<file path="src/lcs_pkg.sv">
// package for the link status output group: codes, field positions, widths
// assumes both ends run on the same user clock and synchronous reset
package lcs_pkg;
   // training states as seen by the device end
   typedef enum logic [3:0] {
      LCS_TS_DETECT = 4'h0,
      LCS_TS_POLLING = 4'h1,
      LCS_TS_CONFIG = 4'h3,
      LCS_TS_L0 = 4'h2,
      LCS_TS_RECOVERY = 4'h6,
      LCS_TS_L0S = 4'h7,
      LCS_TS_L1 = 4'h5,
      LCS_TS_L2 = 4'h4
   } lcs_train_t;

   localparam logic [1:0] LCS_PROG_NO_RX = 2'h0;
   localparam logic [1:0] LCS_PROG_TRAINING = 2'h1;
   localparam logic [1:0] LCS_PROG_DL_INIT = 2'h2;
   localparam logic [1:0] LCS_PROG_DL_DONE = 2'h3;

   localparam logic [2:0] LCS_SPEED_2G5 = 3'h1;
   localparam logic [2:0] LCS_SPEED_5G0 = 3'h2;
   localparam logic [2:0] LCS_SPEED_8G0 = 3'h4;
   localparam logic [2:0] LCS_SPEED_NONE = 3'h0;

   localparam int LCS_LSTAT_SPEED_LSB = 0;
   localparam int LCS_LSTAT_WIDTH_LSB = 4;
   localparam int LCS_DCTL_MPS_LSB = 5;
   localparam int LCS_DCTL_MRRS_LSB = 12;
   localparam int LCS_CMD_IO_BIT = 0;
   localparam int LCS_CMD_MEM_BIT = 1;
   localparam int LCS_CMD_BM_BIT = 2;
   localparam int LCS_CMD_INTX_DIS_BIT = 10;

   localparam int LCS_NUM_PF = 2;
   localparam int LCS_NUM_VF = 6;
   localparam int LCS_BITS_PER_PF = 4;
   localparam int LCS_BITS_PER_VF = 2;
   localparam logic [2:0] LCS_SIZE_MAX = 3'h5;

   localparam logic LCS_LINK_DOWN_RST = 1'b0;
endpackage : lcs_pkg

</file>
<file path="src/lcs_if.sv">
// interface joining the device status outputs to the user logic
// assumes one shared clock; all signals are registered by the device end
`timescale 1ns/1ps
interface lcs_if;
   logic link_down;
   logic [1:0] link_progress;
   logic [3:0] negotiated_width;
   logic [2:0] current_speed;
   logic [2:0] max_payload;
   logic [2:0] max_read_req;
   logic [7:0] function_status;
   logic [11:0] virtual_function_state_bits;

   modport dev (output link_down, link_progress, negotiated_width, current_speed,
      max_payload, max_read_req, function_status, virtual_function_state_bits);
   modport usr (input link_down, link_progress, negotiated_width, current_speed,
      max_payload, max_read_req, function_status, virtual_function_state_bits);
endinterface : lcs_if

</file>
<file path="src/lcs_device.sv">
// device end: registers link, config and function status for the user logic
// assumes training state, link status, device control and command words
// come from core logic on core_clk, so no synchronisers are needed
`timescale 1ns/1ps
// Contract
// [RULE_01] link down high when LinkUp false
// [RULE_02] link down held zero during reset
// [RULE_03] LinkUp per training state and config path
// [RULE_04] two-bit link progress code
// [RULE_05] width from link status; valid at 11b
// [RULE_06] speed code from link status bits 1:0
// [RULE_07] max payload from device control 7:5
// [RULE_08] user honours max payload both ways; user logic checks transmit payload only
// [RULE_09] max read request from device control 14:12
// [RULE_10] user reads never exceed max read request
// [RULE_11] command enables mirrored, four per function
// [RULE_12] user gates traffic on command enables
// [RULE_13] two status bits per virtual function
// [RULE_14] all outputs registered on user clock
module lcs_device (
   input wire logic core_clk,
   input wire logic rst,
   input wire lcs_pkg::lcs_train_t train_state,
   input wire logic receivers_detected,
   input wire logic dl_init_done,
   input wire logic [15:0] link_status_reg,
   input wire logic [15:0] dev_control_reg,
   input wire logic [15:0] pf_command_reg [lcs_pkg::LCS_NUM_PF],
   input wire logic [lcs_pkg::LCS_NUM_VF-1:0] vf_enabled,
   input wire logic [lcs_pkg::LCS_NUM_VF-1:0] vf_bus_master,
   lcs_if.dev st
);
   lcs_pkg::lcs_train_t prev_state;
   lcs_pkg::lcs_train_t next_prev_state;
   logic via_polling;
   logic next_via_polling;
   logic link_down;
   logic next_link_down;
   logic [1:0] progress;
   logic [1:0] next_progress;
   logic [3:0] width;
   logic [3:0] next_width;
   logic [2:0] speed;
   logic [2:0] next_speed;
   logic [2:0] mps;
   logic [2:0] next_mps;
   logic [2:0] mrrs;
   logic [2:0] next_mrrs;
   logic [7:0] fstat;
   logic [7:0] next_fstat;
   logic [11:0] vfstat;
   logic [11:0] next_vfstat;
   logic link_up;
   logic [lcs_pkg::LCS_BITS_PER_PF-1:0] pf_bits [lcs_pkg::LCS_NUM_PF];
   logic [lcs_pkg::LCS_BITS_PER_VF-1:0] vf_bits [lcs_pkg::LCS_NUM_VF];

   // the packing below is fixed by the interface widths; refuse any other split
   if (lcs_pkg::LCS_NUM_PF * lcs_pkg::LCS_BITS_PER_PF != $bits(fstat)) begin : g_pf_fill_check
      $error("function status packing does not fill its output");
   end
   if (lcs_pkg::LCS_NUM_VF * lcs_pkg::LCS_BITS_PER_VF != $bits(vfstat)) begin : g_vf_fill_check
      $error("virtual function packing does not fill its output");
   end
   if (lcs_pkg::LCS_BITS_PER_PF != 4) begin : g_pf_bits_check
      $error("each function carries exactly four command enables");
   end
   if (lcs_pkg::LCS_BITS_PER_VF != 2) begin : g_vf_bits_check
      $error("each virtual function carries exactly two status bits");
   end

   // configuration reached straight from polling keeps LinkUp false
   always_comb begin
      next_prev_state = train_state;
      next_via_polling = via_polling;
      if (train_state == lcs_pkg::LCS_TS_POLLING) begin
         next_via_polling = 1'b1;
      end else if (train_state != lcs_pkg::LCS_TS_CONFIG) begin
         next_via_polling = 1'b0;
      end else if (prev_state != lcs_pkg::LCS_TS_CONFIG && prev_state != lcs_pkg::LCS_TS_POLLING) begin
         next_via_polling = 1'b0; // RULE_03
      end
   end

   // detect and polling fall to the default: no link yet
   always_comb begin
      case (train_state)
         lcs_pkg::LCS_TS_RECOVERY,
         lcs_pkg::LCS_TS_L0,
         lcs_pkg::LCS_TS_L0S,
         lcs_pkg::LCS_TS_L1,
         lcs_pkg::LCS_TS_L2: link_up = 1'b1; // RULE_03
         lcs_pkg::LCS_TS_CONFIG: link_up = !next_via_polling; // RULE_03
         default: link_up = 1'b0;
      endcase
   end

   // missing receivers outrank training, so a pulled cable reads as no receivers
   always_comb begin
      next_link_down = !link_up; // RULE_01
      if (!receivers_detected) begin
         next_progress = lcs_pkg::LCS_PROG_NO_RX; // RULE_04
      end else if (!link_up) begin
         next_progress = lcs_pkg::LCS_PROG_TRAINING; // RULE_04
      end else if (!dl_init_done) begin
         next_progress = lcs_pkg::LCS_PROG_DL_INIT; // RULE_04
      end else begin
         next_progress = lcs_pkg::LCS_PROG_DL_DONE; // RULE_04
      end
   end

   // field copies plus the speed decode; width is not qualified here, the user end gates it by progress
   always_comb begin
      next_width = link_status_reg[lcs_pkg::LCS_LSTAT_WIDTH_LSB +: 4]; // RULE_05
      case (link_status_reg[lcs_pkg::LCS_LSTAT_SPEED_LSB +: 2])
         2'h1: next_speed = lcs_pkg::LCS_SPEED_2G5; // RULE_06
         2'h2: next_speed = lcs_pkg::LCS_SPEED_5G0; // RULE_06
         2'h3: next_speed = lcs_pkg::LCS_SPEED_8G0; // RULE_06
         default: next_speed = lcs_pkg::LCS_SPEED_NONE;
      endcase
      next_mps = dev_control_reg[lcs_pkg::LCS_DCTL_MPS_LSB +: 3]; // RULE_07
      next_mrrs = dev_control_reg[lcs_pkg::LCS_DCTL_MRRS_LSB +: 3]; // RULE_09
   end

   // one slice of command enables per physical function, io enable lowest
   for (genvar f = 0; f < lcs_pkg::LCS_NUM_PF; f++) begin : g_pf
      assign pf_bits[f] = {pf_command_reg[f][lcs_pkg::LCS_CMD_INTX_DIS_BIT],
         pf_command_reg[f][lcs_pkg::LCS_CMD_BM_BIT],
         pf_command_reg[f][lcs_pkg::LCS_CMD_MEM_BIT],
         pf_command_reg[f][lcs_pkg::LCS_CMD_IO_BIT]}; // RULE_11
   end

   // one pair of status bits per virtual function, enable in the lower bit
   for (genvar v = 0; v < lcs_pkg::LCS_NUM_VF; v++) begin : g_vf
      assign vf_bits[v] = {vf_bus_master[v], vf_enabled[v]}; // RULE_13
   end

   always_comb begin
      next_fstat = '0;
      next_vfstat = '0;
      for (int f = 0; f < lcs_pkg::LCS_NUM_PF; f++) begin
         next_fstat[f*lcs_pkg::LCS_BITS_PER_PF +: lcs_pkg::LCS_BITS_PER_PF] = pf_bits[f]; // RULE_11
      end
      for (int v = 0; v < lcs_pkg::LCS_NUM_VF; v++) begin
         next_vfstat[v*lcs_pkg::LCS_BITS_PER_VF +: lcs_pkg::LCS_BITS_PER_VF] = vf_bits[v]; // RULE_13
      end
   end

   // configuration path tracker; reset as if training starts from detect
   always_ff @(posedge core_clk) begin
      if (rst) begin
         prev_state <= lcs_pkg::LCS_TS_DETECT;
         via_polling <= 1'b0;
      end else begin
         prev_state <= next_prev_state;
         via_polling <= next_via_polling;
      end
   end

   // every output is a flop so user logic may sample without synchronising
   // link down resets to zero, not to the level an idle link would show
   always_ff @(posedge core_clk) begin
      if (rst) begin
         link_down <= lcs_pkg::LCS_LINK_DOWN_RST; // RULE_02
         progress <= lcs_pkg::LCS_PROG_NO_RX;
      end else begin
         link_down <= next_link_down; // RULE_14
         progress <= next_progress; // RULE_14
      end
   end

   // copied fields lag their source registers by one clock
   always_ff @(posedge core_clk) begin
      if (rst) begin
         width <= '0;
         speed <= lcs_pkg::LCS_SPEED_NONE;
         mps <= '0;
         mrrs <= '0;
      end else begin
         width <= next_width; // RULE_14
         speed <= next_speed; // RULE_14
         mps <= next_mps; // RULE_14
         mrrs <= next_mrrs; // RULE_14
      end
   end

   // function enables; software writes land here one clock after the command word
   always_ff @(posedge core_clk) begin
      if (rst) begin
         fstat <= '0;
         vfstat <= '0;
      end else begin
         fstat <= next_fstat; // RULE_14
         vfstat <= next_vfstat; // RULE_14
      end
   end

   assign st.link_down = link_down;
   assign st.link_progress = progress;
   assign st.negotiated_width = width;
   assign st.current_speed = speed;
   assign st.max_payload = mps;
   assign st.max_read_req = mrrs;
   assign st.function_status = fstat;
   assign st.virtual_function_state_bits = vfstat;
endmodule : lcs_device

</file>
<file path="src/flat_wrapper.sv">
// flat-port wrapper written by rule: the top's interface ports become plain ports
module lcs_device_flat 
  (core_clk, rst, train_state, receivers_detected, dl_init_done, link_status_reg, dev_control_reg, pf_command_reg, vf_enabled, vf_bus_master, st_link_down, st_link_progress, st_negotiated_width, st_current_speed, st_max_payload, st_max_read_req, st_function_status, st_virtual_function_state_bits);
  lcs_if st_i ();
  input wire logic core_clk;
  input wire logic rst;
  input wire lcs_pkg::lcs_train_t train_state;
  input wire logic receivers_detected;
  input wire logic dl_init_done;
  input wire logic [15:0] link_status_reg;
  input wire logic [15:0] dev_control_reg;
  input wire logic [15:0] pf_command_reg[lcs_pkg::LCS_NUM_PF];
  input wire logic [lcs_pkg::LCS_NUM_VF-1:0] vf_enabled;
  input wire logic [lcs_pkg::LCS_NUM_VF-1:0] vf_bus_master;
  output wire logic [$bits(st_i.link_down)-1:0] st_link_down;
  output wire logic [$bits(st_i.link_progress)-1:0] st_link_progress;
  output wire logic [$bits(st_i.negotiated_width)-1:0] st_negotiated_width;
  output wire logic [$bits(st_i.current_speed)-1:0] st_current_speed;
  output wire logic [$bits(st_i.max_payload)-1:0] st_max_payload;
  output wire logic [$bits(st_i.max_read_req)-1:0] st_max_read_req;
  output wire logic [$bits(st_i.function_status)-1:0] st_function_status;
  output wire logic [$bits(st_i.virtual_function_state_bits)-1:0] st_virtual_function_state_bits;
  assign st_link_down = st_i.link_down;
  assign st_link_progress = st_i.link_progress;
  assign st_negotiated_width = st_i.negotiated_width;
  assign st_current_speed = st_i.current_speed;
  assign st_max_payload = st_i.max_payload;
  assign st_max_read_req = st_i.max_read_req;
  assign st_function_status = st_i.function_status;
  assign st_virtual_function_state_bits = st_i.virtual_function_state_bits;
  lcs_device u_core (.core_clk(core_clk), .rst(rst), .train_state(train_state), .receivers_detected(receivers_detected), .dl_init_done(dl_init_done), .link_status_reg(link_status_reg), .dev_control_reg(dev_control_reg), .pf_command_reg(pf_command_reg), .vf_enabled(vf_enabled), .vf_bus_master(vf_bus_master), .st(st_i));
endmodule
</file>
<file path="config.mk">
export PLATFORM = sky130hd
export DESIGN_NAME = lcs_device_flat
export DESIGN_NICKNAME = d
export VERILOG_FILES = /design/src/lcs_pkg.sv /design/src/lcs_if.sv /design/src/lcs_device.sv /design/src/flat_wrapper.sv
export SDC_FILE = /design/constraint.sdc
export NUM_CORES = 1
export LEC_CHECK = 0
export ABC_AREA = 1
export BUFFER_PORTS_ARGS = -buffer_cell sky130_fd_sc_hd__buf_2
export CAP_MARGIN = 20
export CORE_ASPECT_RATIO = 0.75
export CORE_MARGIN = 8
export CORE_UTILIZATION = 34
export DETAILED_ROUTE_END_ITERATION = 16
export GPL_TIMING_DRIVEN = 0
export PLACE_DENSITY_LB_ADDON = 0.3
export SYNTH_ARGS = -nofsm -noshare
export SYNTH_HDL_FRONTEND = slang
export SYNTH_SLANG_ARGS = --single-unit
export TNS_END_PERCENT = 50
</file>
<file path="constraint.sdc">
create_clock -name core_clk -period 1.3 [get_ports core_clk]
set_clock_uncertainty 0.2 [all_clocks]
set_input_delay 0.065 -clock core_clk [delete_from_list [all_inputs] [get_ports core_clk]]
set_output_delay 0.065 -clock core_clk [all_outputs]
set_load 0.1 [all_outputs]
</file>
Word level (Yosys, flattened, before mapping)
Cells that the tools add are included.
Widths: inputs -> output; s select.
{"block": "word_totals", "ff_bits": 41}
{"block": "op_classes", "eq_ne": 13, "muxes": 7, "bitwise": 2, "n_reduce_logical": 6}
{"op": "$eq 4x3->1 const B", "n": 4}
{"op": "$pmux 3 s3", "n": 1}
{"op": "$eq 4x2->1 const B", "n": 2}
{"op": "$ne 4x2->1 const B", "n": 2}
{"op": "$mux 1", "n": 5}
{"op": "$reduce_or 5->1", "n": 1}
{"op": "$eq 2x2->1 const B", "n": 2}
{"op": "$eq 4x1->1 const B", "n": 1}
{"op": "$ne 4x1->1 const B", "n": 1}
{"op": "$reduce_or 3->1", "n": 1}
{"op": "$eq 2x1->1 const B", "n": 1}
{"op": "$logic_not 1->1", "n": 2}
{"op": "$not 1->1", "n": 2}
{"op": "$pmux 1 s2", "n": 1}
{"op": "$reduce_or 2->1", "n": 1}
{"op": "$logic_and 1x1->1", "n": 1}

Longest topological paths before layout
Gate-level depths: netlist of run 1.
{"block": "depth", "depth_word": 9, "mapped_depth": 8, "ltp_nobuf": 8}

Worst setup path before layout of run 1
Ideal clock, no wire load.
{"block": "synth_timing", "kind": "register -> output", "start": "register u_core.speed[0], in the netlist u_core.st.current_speed[0]", "end": "output st_current_speed[0]", "arrival_time_ns": 0.909, "required_ns": 1.035, "setup_slack_ns": 0.126, "path_stages_with_launch": 1, "path_cell_list": "dfxtp_1"}
{"element": "from (decl)", "line": "lcs_device.sv:43", "rtl": "logic [2:0] speed;"}
{"element": "from (signal assigned)", "line": "lcs_device.sv:175", "rtl": "speed <= lcs_pkg::LCS_SPEED_NONE;"}
{"element": "from (signal assigned)", "line": "lcs_device.sv:180", "rtl": "speed <= next_speed;"}
{"element": "to (decl)", "line": "flat_wrapper.sv:18", "rtl": "output wire logic [$bits(st_i.current_speed)-1:0] st_current_speed;"}
No word-level cell between the ends.

Final worst setup path of run 1
{"block": "layout_timing", "start": "register u_core.mps[2], in the netlist u_core.st.max_payload[2]", "end": "output st_max_payload[2]"}
{"element": "from (decl)", "line": "lcs_device.sv:45", "rtl": "logic [2:0] mps;"}
{"element": "from (signal assigned)", "line": "lcs_device.sv:181", "rtl": "mps <= next_mps;"}
{"element": "to (decl)", "line": "flat_wrapper.sv:19", "rtl": "output wire logic [$bits(st_i.max_payload)-1:0] st_max_payload;"}
No word-level cell between the ends.

==> summary.md, run 1 <==
| Metric | Value |
|---|---|
| Max FO, Critical Path | `1` |
| Critical path arrival | `0.93 ns` |
| DR WL met2 | `1.61 mm` |
| Initial Util | `between 30% and 40%` |
| Share of cells above drive strength 1 | `about 35%` |
| DR WL/cell | `roughly 12 um` |
| Crit path capture type | `output pin` |
| Num ports | `120` |
| DRC | `0` |
| Gpl congestion | `0.701` |
| Worst setup startpoint | `u_core.st.max_payload[2]$_SDFF_PP0_` |
| Vias in the first global route | `1171` |
| Hold Fails Final Rpt | `0` |
| Synth Instances | `133` |
| Post-DP HPWL | `2.18 mm` |
| DR pass1 iterations | `4` |
| # Post-CTS Setup Buffers | `0` |
| R2R depth | `5` |
| Synth Net Count | `217` |
| Leakage Power | `roughly 1.2 nW` |
| Reg2reg start | `u_core.prev_state[3]$_SDFF_PP0_` |
| CP top delay family | `flip-flops` |
| Initial antenna violation count | `0` |
| Seq/Total Area, Yosys | `67.7%` |
| Fill cells | `248` |
| Height of the die | `67.1 um` |
| Clock transition at path regs | `roughly 0.08 ns` |
| Max Fclk | `834 MHz` |
| HP Class | `in2reg` |
| Slew @ Worst Pin | `0.311 ns` |
| Max-slew headroom | `79.4%` |
| CTS Buffer Depth | `2` |
| Flop2flop setup slack | `about 0.23 ns` |
| Min Tclk post-route | `about 1.2 ns` |
| Core area | `3310 um2` |
| DIE AREA | `between 5000 and 6000 um2` |
| CTS Buf Count | `5` |
| Post-synth top flop | `dfxtp_1` |
| YS warnings | `0` |
| Average size of a mapped cell | `8.89 um2` |
| Vias | `1157` |
| Top Layer Used | `met4` |
| CTS Root Cell | `clkbuf_8` |
| Max Cap Viol | `0` |
| Cell with the most instances after synthesis | `dfxtp_1` |
| H-tree Lvls | `2` |
| CP Depth | `1` |
| ANT nets after route | `0` |
| Routed WL | `~3.5 mm` |
| Crit Path Category | `reg2out` |
| Crit path cell chain | `clkbuf_4` |
| Synth area leader | `dfxtp_1` |
| CTS sink count | `40` |
| # rows | `18` |
| Number of flops mapped to enable cells by yosys | `0` |
| Reg-to-reg endpoint | `u_core.st.link_progress[1]$_SDFF_PP0_` |
| Synthesis-stage register bit count | `40` |
| First DRT Iteration DRCs | `22` |
| Nets | `about 340` |
| Count of pins over their slew limit | `0` |
| Status | `complete, no violations` |
| Hold_ws | `0.293 ns` |
| Mapped Area | `approximately 1200 um2` |
| Top-area cell type share of the netlist area | `about two thirds` |
| Vias per inst | `3.92` |
| Die Wd | `around 84 um` |
| Asr flop ratio synth | `0%` |
| Post-synth top cells | `dfxtp_1, inv_1, nor2_1, nand2_1, nor3_1` |
| CTS tree | `done` |
| Setup TNS | `0 ns` |
| WHS Path Cells | `3` |
| Overall Global Routing Usage | `12.0%` |
| Worst vdd ir | `867 uV` |
| RSZ-0062 raised after global routing | `no` |
| CP required | `1.03 ns` |
| Crit share post-route | `92.3%` |
| Worst-Skew Late Latency | `between 0.2 and 0.3 ns` |
| Largest net degree at the start of global routing | `14` |
| Post-synthesis cell type count | `11` |
| Buffers added on ports | `75` |
| Critical Path Source Type | `register` |
| Critical Path End | `st_max_payload[2]` |
| Met3 WL | `373 um` |
| Slowest cell on crit path | `dfxtp_1` |
| Inserted Diodes | `0` |
| Setup violators final | `0` |
| Top post-synthesis cells by area | `dfxtp_1, inv_1, nor2_1` |
| Met1 WL | `1.39 mm` |
| Crit path buf inv count | `1` |
| First-pass GRT wire length | `approximately 5.2 mm` |
| Pwr per Cell Area | `1410 nW/um2` |
| Area delta synth->final | `86.9%` |
| Crit-path max cell delay | `0.32 ns` |
| Total gr overflow | `0` |
==> state kept, by name, indices dropped and copies added (netlist names) <==
signal	cells
u_core.st.link_down	1
u_core.st.function_status	8
u_core.st.negotiated_width	4
u_core.st.max_read_req	3
u_core.via_polling	1
u_core.st.current_speed	3
u_core.st.virtual_function_state_bits	12
u_core.prev_state	3
u_core.st.max_payload	3
u_core.st.link_progress	2
==> cells by family after synthesis <==
logic type,Yosys count,share of synthesized area [%]
AO/OA/AOI/OAI,2,1.16
flip-flops,40,67.7
buffers and inverters,43,15.1
AND/OR/NAND/NOR,48,16.0
==> how the worst min path moves through the flow <==
stage | endpoint | from | slack, ns
after floorplan | u_core.st.current_speed[0]$_SDFF_PP0_ | link_status_reg[1] | -0.06
final | u_core.st.current_speed[1]$_SDFF_PP0_ | link_status_reg[0] | 0.29
after global placement | u_core.st.current_speed[0]$_SDFF_PP0_ | link_status_reg[1] | 0.05
after detailed placement | u_core.st.current_speed[0]$_SDFF_PP0_ | link_status_reg[1] | 0.05
after CTS | u_core.st.current_speed[1]$_SDFF_PP0_ | link_status_reg[0] | 0.28
after global routing | u_core.st.current_speed[1]$_SDFF_PP0_ | link_status_reg[0] | 0.30
==> routing by layer <==
metal / vias up / track usage, %
li1: 607 / -
met1: 484 / 11.2
met4: 0 / 8.80
met3: 9 / 7.31
met2: 57 / 19.5
met5: - / 0
==> final cells by class <==
cell class              instances  area [um2]  area share, %
plain buffers                   4        32.5           1.47
repair buffers                114         856           38.7
clock buffers                   6        82.6           3.74
clock inverters                 2        38.8           1.76
inverters                      39         146           6.63
well taps                      40        50.0           2.27
flip-flops and latches         40         801           36.2
multi-input cells              50         203           9.17
==> stage by stage <==
stage                     std cells  total power [W]  util, %  instance area (um2)  setup WS, ns
after floorplan                 133          0.00183        -                 1180         0.126
after global routing            295          0.00324     66.7                 2210        0.0540
after detailed placement        248          0.00197     48.6                 1610         0.235
final                           295          0.00311     66.7                 2210         0.101
after global placement          248          0.00196     48.6                 1610         0.239
after CTS                       295          0.00312     64.6                 2140      0.000211
==> power by group <==
| group | internal (W) | switching (W) | total, W |
|---|---|---|---|
| combinational | 0.000218 | 0.000542 | 0.000760 |
| clock | 0.000627 | 0.000414 | 0.00104 |
| sequential | 0.00129 | 0.0000164 | 0.00130 |
| total | 0.00213 | 0.000972 | 0.00311 |
==> layout by cell type, fill, tap and decap left out, types with 2 or more instances in the layout <==
cell type and count:
clkbuf_4 29, clkbuf_8 6, dfxtp_1 40, inv_1 39, buf_4 7, dlygate4sd3_1 39, buf_2 41, nor3_1 4
nand2_1 5, buf_6 2, nor2_1 37
==> timing repair <==
action	in CTS	in global routing
endpoints found under the setup margin	7	29
hold endpoints to repair	40	0
hold buffers	39	0
resized for setup	7	29
No activity file was read; power rests on OpenSTA's default activity.
==> run 2, diff against run 1 <==
- PLACE_DENSITY_LB_ADDON: 0.3 -> 0.1
==> summary.md, run 2 (same netlist as run 1, synthesis figures left out) <==
| Metric | Value |
|---|---|
| First-pass GRT wire length | `5.64 mm (+7.9%)` |
| Share of cells above drive strength 1 | `33.9% (-0.65 points)` |
| Routed WL | `3.62 mm (+4.0%)` |
| Vias | `1189 (+2.8%)` |
| Initial antenna violation count | `0 (unchanged)` |
| Switching Power | `0.000937 W (-3.6%)` |
| Pre-CTS WS | `0.248 ns (+0.0128 ns)` |
| Crit share post-route | `97.0% (+4.7 points)` |
| Max-slew headroom | `67.7% (-12 points)` |
| Pwr per Cell Area | `1300 nW/um2 (-7.8%)` |
| Switching Share | `33.4% (+2.1 points)` |
| Area of the multi-input gates | `203 um2 (unchanged)` |
| Comb power frac | `27.1% (+2.6 points)` |
| WHS Path Cells | `3 (unchanged)` |
| Critical path arrival | `1.00 ns (+0.07 ns)` |
| CTS Buf Count | `5 (unchanged)` |
| Crit Path Category | `reg2out` |
| Nets | `338 (unchanged)` |
| Final Non-Filler Cells | `295 (unchanged)` |
| First DRT Iteration DRCs | `50 (+130%)` |
| Clock Power Share | `26.4% (-7.1 points)` |
| Most frequent cells in the layout | `buf_2, dfxtp_1, inv_1, dlygate4sd3_1, nor2_1` |
| Max FO, Critical Path | `1 (unchanged)` |
| Placed insts | `248 (unchanged)` |
| Area delta synth->final | `83.2%` |
| DR pass1 iterations | `4 (unchanged)` |
| CTS tree | `done` |
| Min Tclk post-route | `1.26 ns (+0.0616 ns)` |
| Slowest cell on crit path | `buf_2` |
| Critical Path Source Type | `register` |
| Max reg flops | `12 (unchanged)` |
| DIE AREA | `5640 um2 (unchanged)` |
| Hold Fails Final Rpt | `0 (unchanged)` |
| ANT nets after route | `0 (unchanged)` |
| Post-DP HPWL | `2.22 mm (+1.9%)` |
| DR WL/cell | `12.3 um (+4.0%)` |
| Buffers added on ports | `75 (unchanged)` |
| Worst-Skew Late Latency | `0.28 ns (about the same)` |
| H-tree Lvls | `2 (unchanged)` |
| Tot Pwr | `0.00281 W (-9.6%)` |
| Commonest non-fill, non-tap cell in the layout | `buf_2` |
| Count of pins over their slew limit | `0 (unchanged)` |
| Die Wd | `84.1 um (unchanged)` |
| Setup TNS | `0 ns (unchanged)` |
| Max Cap Viol | `0 (unchanged)` |
| Final setup margin | `0.0391 ns (-0.0616 ns)` |
| Max Fclk | `793 MHz (-4.9%)` |
| Fill cells | `276 (+11%)` |
| Crit path cell chain | `buf_2` |
| Largest net degree at the start of global routing | `12 (-2)` |
| DRC | `0 (unchanged)` |
| Clock transition at path regs | `0.07 ns (about the same)` |
| Slew @ Worst Pin | `0.488 ns (+0.177 ns)` |
| Register share of total power | `46.5% (+4.5 points)` |
| Core Util, Final | `65.4% (-1.3 points)` |
| Leakage Power | `1.19 nW (-1.8%)` |
| Setup violators final | `0 (unchanged)` |
| Crit path capture type | `output pin` |
| CTS sink count | `40 (unchanged)` |
| # rows | `18 (unchanged)` |
| Crit-path max cell delay | `0.41 ns (+0.09 ns)` |
| CTS Buffer Depth | `2 (unchanged)` |
| Num ports | `120 (unchanged)` |
| Vias in the first global route | `1293 (+10%)` |
| Status | `complete, no violations` |
| CP required | `1.03 ns (about the same)` |
| Height of the die | `67.1 um (unchanged)` |
| Core area | `3310 um2 (unchanged)` |
| Initial Util | `35.7% (unchanged)` |
| Vias per inst | `4.03 (+2.8%)` |
| CP top delay family | `buffers and inverters` |
| Crit path buf inv count | `1 (unchanged)` |
| Worst vdd ir | `773 uV (-11%)` |
| Reg area | `801 um2 (unchanged)` |
| Total gr overflow | `0 (unchanged)` |
| Gpl congestion | `0.690 (-1.6%)` |
| CP Depth | `1 (unchanged)` |
| CTS Root Cell | `clkbuf_8` |
| Overall Global Routing Usage | `13.0% (+0.98 points)` |
| R2R depth | `8 (+3)` |
| HP Class | `in2reg` |
| P_int | `0.00187 W (-12%)` |
-- run 2: changes by cell type in the layout (fill, tap and decap cells not counted), sizes merged --
cell	delta
buf	-3
clkbuf	+3
diode	+1
bufinv	-1
-- run 2: cell type report --
cell class	count	area share [%]
clock buffers	6	3.35
well taps	40	2.31
inverters	39	6.76
multi-input cells	50	9.36
flip-flops and latches	40	37.0
plain buffers	4	1.50
repair buffers	114	39.4
diodes	1	0.116
clock inverters	1	0.231
-- run 2: metal layers --
layer | up-vias | global-route usage (%) | wire length, um
li1 | 607 | - | -
met1 | 514 | 10.4 | 1270
met2 | 57 | 23.5 | 1840
met3 | 11 | 8.53 | 430
met4 | 0 | 7.94 | 80
met5 | - | 0 | 0
-- run 2: final timing paths --
path / endpoint / startpoint / slack, ns
setup / recovery: st_link_down / u_core.st.link_down$_SDFF_PP0_ / 0.04
hold reg to reg: u_core.via_polling$_SDFF_PP0_ / u_core.prev_state[2]$_SDFF_PP0_ / 0.44
setup reg to reg: u_core.st.link_progress[0]$_SDFF_PP0_ / u_core.via_polling$_SDFF_PP0_ / 0.25
hold / removal: u_core.st.current_speed[0]$_SDFF_PP0_ / link_status_reg[1] / 0.31
-- run 2: through the flow --
stage / cell area (um2) / hold WS [ns]
2_1_floorplan: 1180 / -0.0574
3_3_place_gp: 1610 / 0.0419
3_5_place_dp: 1610 / 0.0533
4_1_cts: 2080 / 0.275
5_1_grt: 2160 / 0.301
6_report: 2170 / 0.309
-- run 2: timing repair --
item                                    4_1_cts  5_1_grt
gates resized for setup                       3       32
hold buffers                                 39        0
hold endpoints to repair                     40        0
endpoints found under the setup margin        3       32
buffers inserted                              0        0
-- run 2: power groups by stage --
stage	combinational, W	sequential [W]	clock, W
floorplan	0.0000748	0.00176	0
finish	0.000760	0.00131	0.000741
detailed placement	0.000640	0.00133	0
CTS	0.000733	0.00130	0.000787
global placement	0.000635	0.00133	0
global route	0.000796	0.00131	0.000845
